--- src/core/gpio_pkg.sv ---
// shared widths, reset values and register select codes for ports zero to four
package gpio_pkg;

  // port widths
  localparam int width_zero  = 2;
  localparam int width_one   = 8;
  localparam int width_two   = 8;
  localparam int width_three = 4;
  localparam int width_four  = 2;
  localparam int data_w      = 8;
  localparam int chan_w      = 3;
  localparam int sel_w       = 4;

  // reset values
  localparam logic [7:0] dir_reset     = 8'hff; // every pin an input
  localparam logic [7:0] latch_reset   = 8'h00;
  localparam logic [7:0] pullup_reset  = 8'h00;
  localparam logic [7:0] digital_reset = 8'h00; // every port-2 pin analog
  localparam logic [7:0] dir_pad       = 8'hff; // unused direction bits
  localparam logic [7:0] data_zero     = 8'h00;

  // register select codes on the write and read ports
  typedef enum logic [3:0] {
    sel_latch_zero  = 4'h0,
    sel_latch_one   = 4'h1,
    sel_latch_two   = 4'h2,
    sel_latch_three = 4'h3,
    sel_latch_four  = 4'h4,
    sel_dir_zero    = 4'h5,
    sel_dir_one     = 4'h6,
    sel_dir_two     = 4'h7,
    sel_dir_three   = 4'h8,
    sel_dir_four    = 4'h9,
    sel_pull_zero   = 4'ha,
    sel_pull_one    = 4'hb,
    sel_pull_three  = 4'hc,
    sel_pull_four   = 4'hd,
    sel_digital     = 4'he
  } reg_sel_t;

endpackage

--- src/core/analog_port_bank.sv ---
// port two: latch, direction and digital/analog choice per bit
`timescale 1ns/1ns
module analog_port_bank (
  input  wire logic                        sys_clk,
  input  wire logic                        rstn,
  input  wire logic                        ce,
  input  wire logic                        wr_latch,
  input  wire logic                        wr_dir,
  input  wire logic                        wr_digital,
  input  wire logic [gpio_pkg::width_two-1:0] wr_data,
  input  wire logic [gpio_pkg::width_two-1:0] wr_mask,
  input  wire logic [gpio_pkg::width_two-1:0] pin_in,
  input  wire logic [gpio_pkg::chan_w-1:0]    chan_sel,
  output logic      [gpio_pkg::width_two-1:0] latch,
  output logic      [gpio_pkg::width_two-1:0] dir,
  output logic      [gpio_pkg::width_two-1:0] digital,
  output logic      [gpio_pkg::width_two-1:0] read_val,
  output logic      [gpio_pkg::width_two-1:0] drive,
  output logic      [gpio_pkg::width_two-1:0] convert,
  output logic      [gpio_pkg::width_two-1:0] bad_cfg
);

  localparam int W = gpio_pkg::width_two;

  logic [W-1:0] next_latch;
  logic [W-1:0] next_dir;
  logic [W-1:0] next_digital;

  // masked bit or byte update
  always_comb begin
    next_latch   = latch;
    next_dir     = dir;
    next_digital = digital;
    if (ce) begin
      if (wr_latch)
        next_latch = (latch & ~wr_mask) | (wr_data & wr_mask);
      if (wr_dir)
        next_dir = (dir & ~wr_mask) | (wr_data & wr_mask);
      if (wr_digital)
        next_digital = (digital & ~wr_mask) | (wr_data & wr_mask);
    end
  end

  // reset puts every pin in analog input mode
  always_ff @(posedge sys_clk or negedge rstn) begin
    if (!rstn) begin
      latch   <= gpio_pkg::latch_reset;
      dir     <= gpio_pkg::dir_reset;
      digital <= gpio_pkg::digital_reset;
    end else begin
      latch   <= next_latch;
      dir     <= next_dir;
      digital <= next_digital;
    end
  end

  // per-pin function from digital select, direction and channel
  genvar i;
  generate
    for (i = 0; i < W; i++) begin : g_pin
      assign read_val[i] = digital[i] & (dir[i] ? pin_in[i] : latch[i]);
      assign drive[i]    = digital[i] & ~dir[i];
      assign convert[i]  = ~digital[i] & dir[i] &
                           (chan_sel == (gpio_pkg::chan_w)'(i));
      assign bad_cfg[i]  = ~digital[i] & ~dir[i];
    end
  endgenerate

endmodule // analog_port_bank

--- src/core/gpio_ports.sv ---
// top of general-purpose ports zero to four
`timescale 1ns/1ns
module gpio_ports (
  input  wire logic                                sys_clk,
  input  wire logic                                rstn,
  input  wire logic                                ce,
  input  wire logic                                wr_en,
  input  wire logic [gpio_pkg::sel_w-1:0]          wr_sel,
  input  wire logic [gpio_pkg::data_w-1:0]         wr_data,
  input  wire logic [gpio_pkg::data_w-1:0]         wr_mask,
  input  wire logic [gpio_pkg::sel_w-1:0]          rd_sel,
  output logic      [gpio_pkg::data_w-1:0]         rd_data,
  input  wire logic [gpio_pkg::chan_w-1:0]         converter_channel_select,
  input  wire logic [gpio_pkg::width_zero-1:0]     port0_in,
  output logic      [gpio_pkg::width_zero-1:0]     port0_out,
  output logic      [gpio_pkg::width_zero-1:0]     port0_oe,
  output logic      [gpio_pkg::width_zero-1:0]     port0_pullup,
  input  wire logic [gpio_pkg::width_one-1:0]      port1_in,
  output logic      [gpio_pkg::width_one-1:0]      port1_out,
  output logic      [gpio_pkg::width_one-1:0]      port1_oe,
  output logic      [gpio_pkg::width_one-1:0]      port1_pullup,
  input  wire logic [gpio_pkg::width_two-1:0]      port2_in,
  output logic      [gpio_pkg::width_two-1:0]      port2_out,
  output logic      [gpio_pkg::width_two-1:0]      port2_oe,
  output logic      [gpio_pkg::width_two-1:0]      port2_convert,
  output logic                                     port2_bad_cfg,
  input  wire logic [gpio_pkg::width_three-1:0]    port3_in,
  output logic      [gpio_pkg::width_three-1:0]    port3_out,
  output logic      [gpio_pkg::width_three-1:0]    port3_oe,
  output logic      [gpio_pkg::width_three-1:0]    port3_pullup,
  input  wire logic [gpio_pkg::width_four-1:0]     port4_in,
  output logic      [gpio_pkg::width_four-1:0]     port4_out,
  output logic      [gpio_pkg::width_four-1:0]     port4_oe,
  output logic      [gpio_pkg::width_four-1:0]     port4_pullup
);

  localparam int W0 = gpio_pkg::width_zero;
  localparam int W1 = gpio_pkg::width_one;
  localparam int W2 = gpio_pkg::width_two;
  localparam int W3 = gpio_pkg::width_three;
  localparam int W4 = gpio_pkg::width_four;
  localparam int DW = gpio_pkg::data_w;

  // write strobes decoded from the select code
  logic wr_latch_zero;
  logic wr_latch_one;
  logic wr_latch_two;
  logic wr_latch_three;
  logic wr_latch_four;
  logic wr_dir_zero;
  logic wr_dir_one;
  logic wr_dir_two;
  logic wr_dir_three;
  logic wr_dir_four;
  logic wr_pull_zero;
  logic wr_pull_one;
  logic wr_pull_three;
  logic wr_pull_four;
  logic wr_digital;

  assign wr_latch_zero  = wr_en && wr_sel == gpio_pkg::sel_latch_zero;
  assign wr_latch_one   = wr_en && wr_sel == gpio_pkg::sel_latch_one;
  assign wr_latch_two   = wr_en && wr_sel == gpio_pkg::sel_latch_two;
  assign wr_latch_three = wr_en && wr_sel == gpio_pkg::sel_latch_three;
  assign wr_latch_four  = wr_en && wr_sel == gpio_pkg::sel_latch_four;
  assign wr_dir_zero    = wr_en && wr_sel == gpio_pkg::sel_dir_zero;
  assign wr_dir_one     = wr_en && wr_sel == gpio_pkg::sel_dir_one;
  assign wr_dir_two     = wr_en && wr_sel == gpio_pkg::sel_dir_two;
  assign wr_dir_three   = wr_en && wr_sel == gpio_pkg::sel_dir_three;
  assign wr_dir_four    = wr_en && wr_sel == gpio_pkg::sel_dir_four;
  assign wr_pull_zero   = wr_en && wr_sel == gpio_pkg::sel_pull_zero;
  assign wr_pull_one    = wr_en && wr_sel == gpio_pkg::sel_pull_one;
  assign wr_pull_three  = wr_en && wr_sel == gpio_pkg::sel_pull_three;
  assign wr_pull_four   = wr_en && wr_sel == gpio_pkg::sel_pull_four;
  assign wr_digital     = wr_en && wr_sel == gpio_pkg::sel_digital;

  // register contents of each bank
  logic [W0-1:0] latch_reg_zero;
  logic [W0-1:0] dir_reg_zero;
  logic [W0-1:0] pullup_reg_zero;
  logic [W0-1:0] read_zero;
  logic [W1-1:0] latch_reg_one;
  logic [W1-1:0] dir_reg_one;
  logic [W1-1:0] pullup_reg_one;
  logic [W1-1:0] read_one;
  logic [W2-1:0] latch_reg_two;
  logic [W2-1:0] dir_reg_two;
  logic [W2-1:0] analog_digital_select_reg;
  logic [W2-1:0] read_two;
  logic [W2-1:0] drive_two;
  logic [W2-1:0] convert_two;
  logic [W2-1:0] bad_two;
  logic [W3-1:0] latch_reg_three;
  logic [W3-1:0] dir_reg_three;
  logic [W3-1:0] pullup_reg_three;
  logic [W3-1:0] read_three;
  logic [W4-1:0] latch_reg_four;
  logic [W4-1:0] dir_reg_four;
  logic [W4-1:0] pullup_reg_four;
  logic [W4-1:0] read_four;

  // port zero: two pins with pull-up
  port_bank #(.WIDTH(W0), .HAS_PULLUP(1'b1)) u_port_zero (
    .sys_clk  (sys_clk),
    .rstn     (rstn),
    .ce       (ce),
    .wr_latch (wr_latch_zero),
    .wr_dir   (wr_dir_zero),
    .wr_pull  (wr_pull_zero),
    .wr_data  (wr_data[W0-1:0]),
    .wr_mask  (wr_mask[W0-1:0]),
    .pin_in   (port0_in),
    .latch    (latch_reg_zero),
    .dir      (dir_reg_zero),
    .pull_en  (pullup_reg_zero),
    .read_val (read_zero)
  );

  // port one: eight pins with pull-up
  port_bank #(.WIDTH(W1), .HAS_PULLUP(1'b1)) u_port_one (
    .sys_clk  (sys_clk),
    .rstn     (rstn),
    .ce       (ce),
    .wr_latch (wr_latch_one),
    .wr_dir   (wr_dir_one),
    .wr_pull  (wr_pull_one),
    .wr_data  (wr_data[W1-1:0]),
    .wr_mask  (wr_mask[W1-1:0]),
    .pin_in   (port1_in),
    .latch    (latch_reg_one),
    .dir      (dir_reg_one),
    .pull_en  (pullup_reg_one),
    .read_val (read_one)
  );

  // port two: shared with converter inputs, no pull-up
  analog_port_bank u_port_two (
    .sys_clk    (sys_clk),
    .rstn       (rstn),
    .ce         (ce),
    .wr_latch   (wr_latch_two),
    .wr_dir     (wr_dir_two),
    .wr_digital (wr_digital),
    .wr_data    (wr_data[W2-1:0]),
    .wr_mask    (wr_mask[W2-1:0]),
    .pin_in     (port2_in),
    .chan_sel   (converter_channel_select),
    .latch      (latch_reg_two),
    .dir        (dir_reg_two),
    .digital    (analog_digital_select_reg),
    .read_val   (read_two),
    .drive      (drive_two),
    .convert    (convert_two),
    .bad_cfg    (bad_two)
  );

  // port three: four pins with pull-up
  port_bank #(.WIDTH(W3), .HAS_PULLUP(1'b1)) u_port_three (
    .sys_clk  (sys_clk),
    .rstn     (rstn),
    .ce       (ce),
    .wr_latch (wr_latch_three),
    .wr_dir   (wr_dir_three),
    .wr_pull  (wr_pull_three),
    .wr_data  (wr_data[W3-1:0]),
    .wr_mask  (wr_mask[W3-1:0]),
    .pin_in   (port3_in),
    .latch    (latch_reg_three),
    .dir      (dir_reg_three),
    .pull_en  (pullup_reg_three),
    .read_val (read_three)
  );

  // port four: two pins with pull-up
  port_bank #(.WIDTH(W4), .HAS_PULLUP(1'b1)) u_port_four (
    .sys_clk  (sys_clk),
    .rstn     (rstn),
    .ce       (ce),
    .wr_latch (wr_latch_four),
    .wr_dir   (wr_dir_four),
    .wr_pull  (wr_pull_four),
    .wr_data  (wr_data[W4-1:0]),
    .wr_mask  (wr_mask[W4-1:0]),
    .pin_in   (port4_in),
    .latch    (latch_reg_four),
    .dir      (dir_reg_four),
    .pull_en  (pullup_reg_four),
    .read_val (read_four)
  );

  // next values of every registered output but the pin outputs, which take the latches
  logic [DW-1:0] next_rd_data;
  logic [W0-1:0] next_port0_oe;
  logic [W0-1:0] next_port0_pullup;
  logic [W1-1:0] next_port1_oe;
  logic [W1-1:0] next_port1_pullup;
  logic [W2-1:0] next_port2_oe;
  logic [W2-1:0] next_port2_convert;
  logic          next_port2_bad_cfg;
  logic [W3-1:0] next_port3_oe;
  logic [W3-1:0] next_port3_pullup;
  logic [W4-1:0] next_port4_oe;
  logic [W4-1:0] next_port4_pullup;

  // read mux; narrow direction registers read ones above their pins
  always_comb begin
    next_rd_data = gpio_pkg::data_zero;
    unique case (rd_sel)
      gpio_pkg::sel_latch_zero:
        next_rd_data = {{(DW-W0){1'b0}}, read_zero};
      gpio_pkg::sel_latch_one:
        next_rd_data = read_one;
      gpio_pkg::sel_latch_two:
        next_rd_data = read_two;
      gpio_pkg::sel_latch_three:
        next_rd_data = {{(DW-W3){1'b0}}, read_three};
      gpio_pkg::sel_latch_four:
        next_rd_data = {{(DW-W4){1'b0}}, read_four};
      gpio_pkg::sel_dir_zero:
        next_rd_data = {gpio_pkg::dir_pad[DW-1:W0], dir_reg_zero};
      gpio_pkg::sel_dir_one:
        next_rd_data = dir_reg_one;
      gpio_pkg::sel_dir_two:
        next_rd_data = dir_reg_two;
      gpio_pkg::sel_dir_three:
        next_rd_data = {gpio_pkg::dir_pad[DW-1:W3], dir_reg_three};
      gpio_pkg::sel_dir_four:
        next_rd_data = {gpio_pkg::dir_pad[DW-1:W4], dir_reg_four};
      gpio_pkg::sel_pull_zero:
        next_rd_data = {{(DW-W0){1'b0}}, pullup_reg_zero};
      gpio_pkg::sel_pull_one:
        next_rd_data = pullup_reg_one;
      gpio_pkg::sel_pull_three:
        next_rd_data = {{(DW-W3){1'b0}}, pullup_reg_three};
      gpio_pkg::sel_pull_four:
        next_rd_data = {{(DW-W4){1'b0}}, pullup_reg_four};
      gpio_pkg::sel_digital:
        next_rd_data = analog_digital_select_reg;
      default:
        next_rd_data = gpio_pkg::data_zero; // unused code reads zero
    endcase
  end

  // pin drive and pull-up; pull-up only on input pins
  always_comb begin
    next_port0_oe      = ~dir_reg_zero;
    next_port0_pullup  = pullup_reg_zero & dir_reg_zero;
    next_port1_oe      = ~dir_reg_one;
    next_port1_pullup  = pullup_reg_one & dir_reg_one;
    next_port2_oe      = drive_two;
    next_port2_convert = convert_two;
    next_port2_bad_cfg = |bad_two;
    next_port3_oe      = ~dir_reg_three;
    next_port3_pullup  = pullup_reg_three & dir_reg_three;
    next_port4_oe      = ~dir_reg_four;
    next_port4_pullup  = pullup_reg_four & dir_reg_four;
  end

  // output flops; reset leaves all pins undriven inputs
  always_ff @(posedge sys_clk or negedge rstn) begin
    if (!rstn) begin
      rd_data       <= gpio_pkg::data_zero;
      port0_out     <= gpio_pkg::latch_reset[W0-1:0];
      port0_oe      <= ~gpio_pkg::dir_reset[W0-1:0];
      port0_pullup  <= gpio_pkg::pullup_reset[W0-1:0];
      port1_out     <= gpio_pkg::latch_reset[W1-1:0];
      port1_oe      <= ~gpio_pkg::dir_reset[W1-1:0];
      port1_pullup  <= gpio_pkg::pullup_reset[W1-1:0];
      port2_out     <= gpio_pkg::latch_reset[W2-1:0];
      port2_oe      <= gpio_pkg::digital_reset;
      port2_convert <= gpio_pkg::data_zero;
      port2_bad_cfg <= 1'b0;
      port3_out     <= gpio_pkg::latch_reset[W3-1:0];
      port3_oe      <= ~gpio_pkg::dir_reset[W3-1:0];
      port3_pullup  <= gpio_pkg::pullup_reset[W3-1:0];
      port4_out     <= gpio_pkg::latch_reset[W4-1:0];
      port4_oe      <= ~gpio_pkg::dir_reset[W4-1:0];
      port4_pullup  <= gpio_pkg::pullup_reset[W4-1:0];
    end else if (ce) begin
      rd_data       <= next_rd_data;
      port0_out     <= latch_reg_zero;
      port0_oe      <= next_port0_oe;
      port0_pullup  <= next_port0_pullup;
      port1_out     <= latch_reg_one;
      port1_oe      <= next_port1_oe;
      port1_pullup  <= next_port1_pullup;
      port2_out     <= latch_reg_two;
      port2_oe      <= next_port2_oe;
      port2_convert <= next_port2_convert;
      port2_bad_cfg <= next_port2_bad_cfg;
      port3_out     <= latch_reg_three;
      port3_oe      <= next_port3_oe;
      port3_pullup  <= next_port3_pullup;
      port4_out     <= latch_reg_four;
      port4_oe      <= next_port4_oe;
      port4_pullup  <= next_port4_pullup;
    end
  end

endmodule // gpio_ports

--- src/core/port_bank.sv ---
// one digital port: output latch, direction and optional pull-up per bit
`timescale 1ns/1ns
module port_bank #(
  parameter int WIDTH      = 8,
  parameter bit HAS_PULLUP = 1'b1
) (
  input  wire logic             sys_clk,
  input  wire logic             rstn,
  input  wire logic             ce,
  input  wire logic             wr_latch,
  input  wire logic             wr_dir,
  input  wire logic             wr_pull,
  input  wire logic [WIDTH-1:0] wr_data,
  input  wire logic [WIDTH-1:0] wr_mask,
  input  wire logic [WIDTH-1:0] pin_in,
  output logic      [WIDTH-1:0] latch,
  output logic      [WIDTH-1:0] dir,
  output logic      [WIDTH-1:0] pull_en,
  output logic      [WIDTH-1:0] read_val
);

  logic [WIDTH-1:0] next_latch;
  logic [WIDTH-1:0] next_dir;
  logic [WIDTH-1:0] next_pull_en;

  // masked bit or byte update of each register
  always_comb begin
    next_latch   = latch;
    next_dir     = dir;
    next_pull_en = pull_en;
    if (ce) begin
      if (wr_latch)
        next_latch = (latch & ~wr_mask) | (wr_data & wr_mask);
      if (wr_dir)
        next_dir = (dir & ~wr_mask) | (wr_data & wr_mask);
      if (wr_pull && HAS_PULLUP)
        next_pull_en = (pull_en & ~wr_mask) | (wr_data & wr_mask);
    end
  end

  // reset leaves every pin an input
  always_ff @(posedge sys_clk or negedge rstn) begin
    if (!rstn) begin
      latch   <= gpio_pkg::latch_reset[WIDTH-1:0];
      dir     <= gpio_pkg::dir_reset[WIDTH-1:0];
      pull_en <= gpio_pkg::pullup_reset[WIDTH-1:0];
    end else begin
      latch   <= next_latch;
      dir     <= next_dir;
      pull_en <= next_pull_en;
    end
  end

  // read: pin level for inputs, latch for outputs
  genvar i;
  generate
    for (i = 0; i < WIDTH; i++) begin : g_read
      assign read_val[i] = dir[i] ? pin_in[i] : latch[i];
    end
  endgenerate

endmodule // port_bank
--- config.mk ---
export PLATFORM = sky130hd
export DESIGN_NAME = gpio_ports
export DESIGN_NICKNAME = d
export VERILOG_FILES = /design/src/core/gpio_pkg.sv /design/src/core/analog_port_bank.sv /design/src/core/gpio_ports.sv /design/src/core/port_bank.sv
export SDC_FILE = /design/constraint.sdc
export NUM_CORES = 1
export LEC_CHECK = 0
export BUFFER_PORTS_ARGS = -buffer_cell sky130_fd_sc_hd__buf_2
export CAP_MARGIN = 5
export CORE_MARGIN = 2
export CORE_UTILIZATION = 40
export CTS_BUF_LIST = sky130_fd_sc_hd__clkbuf_8
export CTS_CLUSTER_DIAMETER = 200
export DETAILED_ROUTE_END_ITERATION = 12
export SLEW_MARGIN = 0
export SYNTH_ARGS = -nofsm -noshare
export SYNTH_HDL_FRONTEND = slang
export SYNTH_SLANG_ARGS = --single-unit
--- constraint.sdc ---
create_clock -name sys_clk -period 1.8 [get_ports sys_clk]
set_clock_uncertainty 0.1 [all_clocks]
set_input_delay 0.27 -clock sys_clk [delete_from_list [all_inputs] [get_ports sys_clk]]
set_output_delay 0.27 -clock sys_clk [all_outputs]
set_load 0.02 [all_outputs]
; After elaboration in Yosys (flattened, before gate mapping)
; Index checks and enable logic that the tools add are counted.
; Widths: inputs -> output; s select.
[op_classes]
div = 0
bitwise_logic = 100
addsub = 0
reduce_logical = 34
magnitude_cmp = 0
multipliers = 0
shift = 0
n_mux = 25
n_eq_ne = 35
[op_table]
columns = cell, count
row1 = $pmux 8 s15, 1
row2 = $and 8x8->8, 8
row3 = $eq 4x4->1 const B, 14
row4 = $or 8x8->8, 6
row5 = $and 1x1->1, 40
row6 = $eq 4x3->1 const B, 8
row7 = $reduce_and 2->1, 15
row8 = $mux 1, 24
row9 = $and 4x4->4, 5
row10 = $and 2x2->2, 9
row11 = $eq 4x2->1 const B, 4
row12 = $not 1->1, 16
row13 = $not 8->8, 2
row14 = $logic_and 1x1->1, 15
row15 = $eq 3x3->1 const B, 4
row16 = $or 2x2->2, 6
row17 = $or 4x4->4, 3
row18 = $eq 4x1->1 const B, 2
row19 = $logic_not 4->1, 2
row20 = $not 4->4, 2
row21 = $reduce_or 8->1, 1
row22 = $eq 3x2->1 const B, 2
row23 = $not 2->2, 3
row24 = $eq 3x1->1 const B, 1
row25 = $logic_not 3->1, 1
[word_totals]
latchBits = 0
mem_bits_rw = 0
register_bits = 153
rom_bits = 0
elab_cells = 226
out_inout_bits = 81
n_memories = 0

; Depth between registers and ports, before layout
[logic_depth]
depth_word = 3
depth_mapped = 7

; Hierarchy
; Synthesis repeated with hierarchy kept, for this count alone.
[hier_totals]
hier_cells = 673
area_unflattened_um2 = 7546.0
[modules_own_cells]
columns = mod, area_each_um2, cells_per_inst, n_inst
row1 = gpio_ports, 3965.1, 382, 1
row2 = analog_port_bank, 1345.0, 125, 1
row3 = port_bank (u_port_one), 1133.6, 85, 1
row4 = port_bank (u_port_three), 556.8, 41, 1
row5 = port_bank (u_port_four ...), 272.8, 20, 2

; Worst setup path before layout
; OpenSTA, ideal clock, no wires.
[synth_path]
path_type = in2reg
startpoint = input port rd_sel[3] (netlist name)
endpoint = register rd_data[1] (netlist name)
arrival_ns = 1.579
slack_ns = 0.034
path_stages = 6
cell_sequence = buf_6 -> or4b_4 -> or3b_1 -> o211ai_2 -> a211oi_1 -> a32oi_1
[synth_via]
elab_chain_cells = 2
elab_cells_between_ends = 16
classes_between = 14 x eq/ne / 1 x mux / 1 x reduce/logical
[synth_rtl]
columns = element, line
row1 = start: declaration, gpio_ports.sv:11  ; input wire logic [gpio_pkg::sel_w-1:0] rd_sel,
row2 = $eq 4x4->1 (tied with other cells), gpio_ports.sv:208  ; unique case (rd_sel)
row3 = $pmux 8 s15 *, gpio_ports.sv:208
row4 = end signal: assignment, gpio_ports.sv:262  ; rd_data <= gpio_pkg::data_zero;
row5 = end signal: assignment, gpio_ports.sv:280  ; rd_data <= next_rd_data;
row6 = end: declaration, gpio_ports.sv:12  ; output logic [gpio_pkg::data_w-1:0] rd_data,
; Mark *: on every way between the ends. The rest lies on a longest branch, timed or not.
; A chain may end at the register's enable or synchronous reset.

==> results_dict.tcl <==
set metrics [dict create \
    drt_iter0_markers 405 \
    ys_ff_latch 153 \
    fmax_mhz 587 \
    syn_nets 708 \
    clk_pin_slew_ps 80 \
    crit_required_ps 2030 \
    fill_cells 1632 \
    reg2reg_depth 5 \
    holdPathEnd "port2_convert[6]" \
    clk_latency_ps 460 \
    status "finished, final reports clean" \
    setup.worst_path.class "reg -> reg" \
    hold_class "in -> reg" \
    synth_warnings 0 \
    grt_max_degree 59 \
    initial_core_util_pct 40.5 \
    final_layout_size_suffix_gt1_share_pct 33.4 \
    p_int_w 0.00620 \
    worst-slew-pin-transition_ps 437 \
    synth.most_common_cell "dfrtp_1" \
    ys_top_cells_by_count "dfrtp_1 (129), nand2_1 (84), mux2_1 (68)" \
    clock-sinks 153 \
    htreeDepth 4 \
    vdd.ir_drop.worst_mv 0.529 \
    cap_violations 0 \
    clkPwrFrac_pct 33.2 \
    core_area_sq_mm 0.0178 \
    slowest_delay_ps 550 \
    grt_pass1_wl_mm 33.8 \
    stdcell_count 1080 \
    synth_largest_area_cell "dfrtp_1" \
    dieArea_sq_mm 0.0192 \
    critPathSlowestCell "dfstp_2" \
    slew_headroom_pct 70.8 \
    p_sw_w 0.00257 \
    async_reset_ff_share_pct 100 \
    port_buffers 135 \
    numCtsBuffers 17 \
    antenna_found_initial 1 \
    detail_route.first_pass.iterations 5 \
    ys.flop_type "dfrtp_1" \
    cp_top_family "flip-flops" \
    post-route-drc-count 0 \
    slew_viol_final 0 \
    pwr-share-seq_pct 48.8 \
    grt_usage_pct 22.6 \
    setup_viol 0 \
    grt_pass1_vias 5987 \
    nNetsFinal 892 \
    path_buf_inv 0 \
    path_cells "mux2i_2 > o21ai_1 > a221o_1 > nor4_2 > o22ai_1" \
    setup.worst_path.end_class "register" \
    power_density_mw_per_mm2 966 \
    reg2reg_slack_ps 100 \
    yosysSeqAreaShare_pct 53.4 \
    dp.final_hpwl_mm 15.7 \
    ant_nets 0 \
    cts_tree "done" \
    hold_viol 0 \
    cp.arrival_ps 1930 \
    worstHoldPathCells 3 \
    cp-start-kind "register" \
    dp_cells 1041 \
    finalWeightedCongestion 0.868 \
    min_period_over_period_pct 94.6 \
    synth_cell_type_count 55 \
    num_rows 49 \
    cts_root_buf "clkbuf_8" \
    cts_setup_buffers 0 \
    period_minus_slack_ps 1700 \
    yosys-top-cells-area "dfrtp_1 (45%), mux2_1 (11%), dfstp_2 (8.7%)" \
    io_pins 136 \
    area_growth_pct 25.5 \
    p_leak_nw 4.29 \
    grt-ovfl-total 0 \
    netlist_instances 653 \
    netlist_area_sq_mm 0.00723 \
    synth_edf_count 0 \
    combinationalPowerShare_pct 18.0 \
    worstPathMaxFanout 2 \
    syn_avg_cell_area_sq_um 11.1 \
    place_ws_ps -107 \
    wl_mm 21.1 \
    fp.dieH_um 138 \
    reg2reg_to "rd_data[0]" \
    post_drt_wl_per_cell_um 19.5 \
    synth_top_area_share_pct 44.6 \
    die_w_um 138 \
    viasPerCell 5.27 \
    rsz0062_at_grt "yes" \
    cts_buffer_depth 2 \
    final.setup.worst_slack_ps 97.8 \
    num_vias 5692 \
    hp-start "converter_channel_select[1]" \
    p_sw_share_pct 29.3 \
]
[tightest hold or removal path, stage by stage]
cell and delay [ps]:
buf_2 120, nand2_1 90, o2bb2ai_1 70
[metal layers]
metal / routed length, um / track usage [%] / part of all wire (%) / vias up
met2: 9990 / 36.4 / 47 / 156
met1: 9800 / 31.7 / 46 / 2828
met3: 1040 / 4.54 / 4.9 / 22
met4: 273 / 5.48 / 1.3 / 0
met5: 0 / 0 / 0 / -
li1: - / - / - / 2686
[metrics by stage]
step           power (W)  setup TNS [ps]  cell area [sq um]  hold WS, ps  utilization [%]
2_1_floorplan    0.00511               0               7230         -126                -
6_report         0.00877               0               9080         36.7             50.9
5_1_grt          0.00919           -10.1               9070         27.1             50.9
3_3_place_gp     0.00587            -196               8550          103             47.9
4_1_cts          0.00885               0               9060         3.17             50.8
3_5_place_dp     0.00591            -608               8550          112             47.9
[timing repair]
| item | 4_1_cts | 5_1_grt |
|---|---|---|
| hold endpoints to repair | 153 | 0 |
| pin swaps | 1 | 1 |
| gates resized for setup | 2 | 2 |
| setup endpoints to repair | 1 | 2 |
| hold buffers | 6 | 0 |
[cell type report]
| cell class | count | area, sq um | area share, % |
|---|---|---|---|
| clock inverter | 12 | 173 | 1.90 |
| timing repair buffer | 197 | 1230 | 13.5 |
| sequential | 153 | 3860 | 42.5 |
| multi-input combinational | 423 | 3080 | 34.0 |
| antenna | 1 | 2.50 | 0.0276 |
| inverter | 45 | 169 | 1.86 |
| clock buffer | 20 | 275 | 3.03 |
| tap | 229 | 287 | 3.16 |
[worst max path at each step]
stage / depth (start not counted) / start / end
2_1_floorplan: 6 / rd_sel[3] / rd_data[1]
3_3_place_gp: 7 / rd_sel[0] / rd_data[6]
3_5_place_dp: 7 / rd_sel[0] / rd_data[4]
4_1_cts: 5 / register / rd_data[0]
5_1_grt: 5 / register / rd_data[0]
6_report: 5 / register / rd_data[0]
[placed cells by master (no fill, tap or decap), types with 13 or more instances in the layout]
cell	Yosys	final
a21oi_1	13	13
clkbuf_8	0	20
inv_1	43	44
nor2_1	23	23
mux2i_1	37	35
mux2_1	68	68
nand3_1	26	26
dfrtp_1	129	129
buf_2	7	133
buf_4	1	52
nand2_1	84	84
mux2_2	30	30
dfstp_2	24	24
o21ai_0	33	33
[logic make-up (layout without fill, tap and decap cells)]
family	Yosys count	count (layout)	share of synthesized area, %
buffers and inverters	77	274	4.27
and+or+nand+nor	183	183	12.4
DFF	153	153	53.4
AOI/OAI and AO/OA	104	104	9.48
other	0	1	0
muxes	135	135	20.4
xor gates and xnor gates	1	1	0.121
[power groups by stage]
stage	clock [W]	combinational, W	sequential (W)
detailed placement	0	0.00157	0.00434
finish	0.00291	0.00158	0.00428
floorplan	0	0.000641	0.00447
global placement	0	0.00154	0.00433
CTS	0.00298	0.00159	0.00428
global route	0.00314	0.00171	0.00434
(Power assumes the default switching activity.)
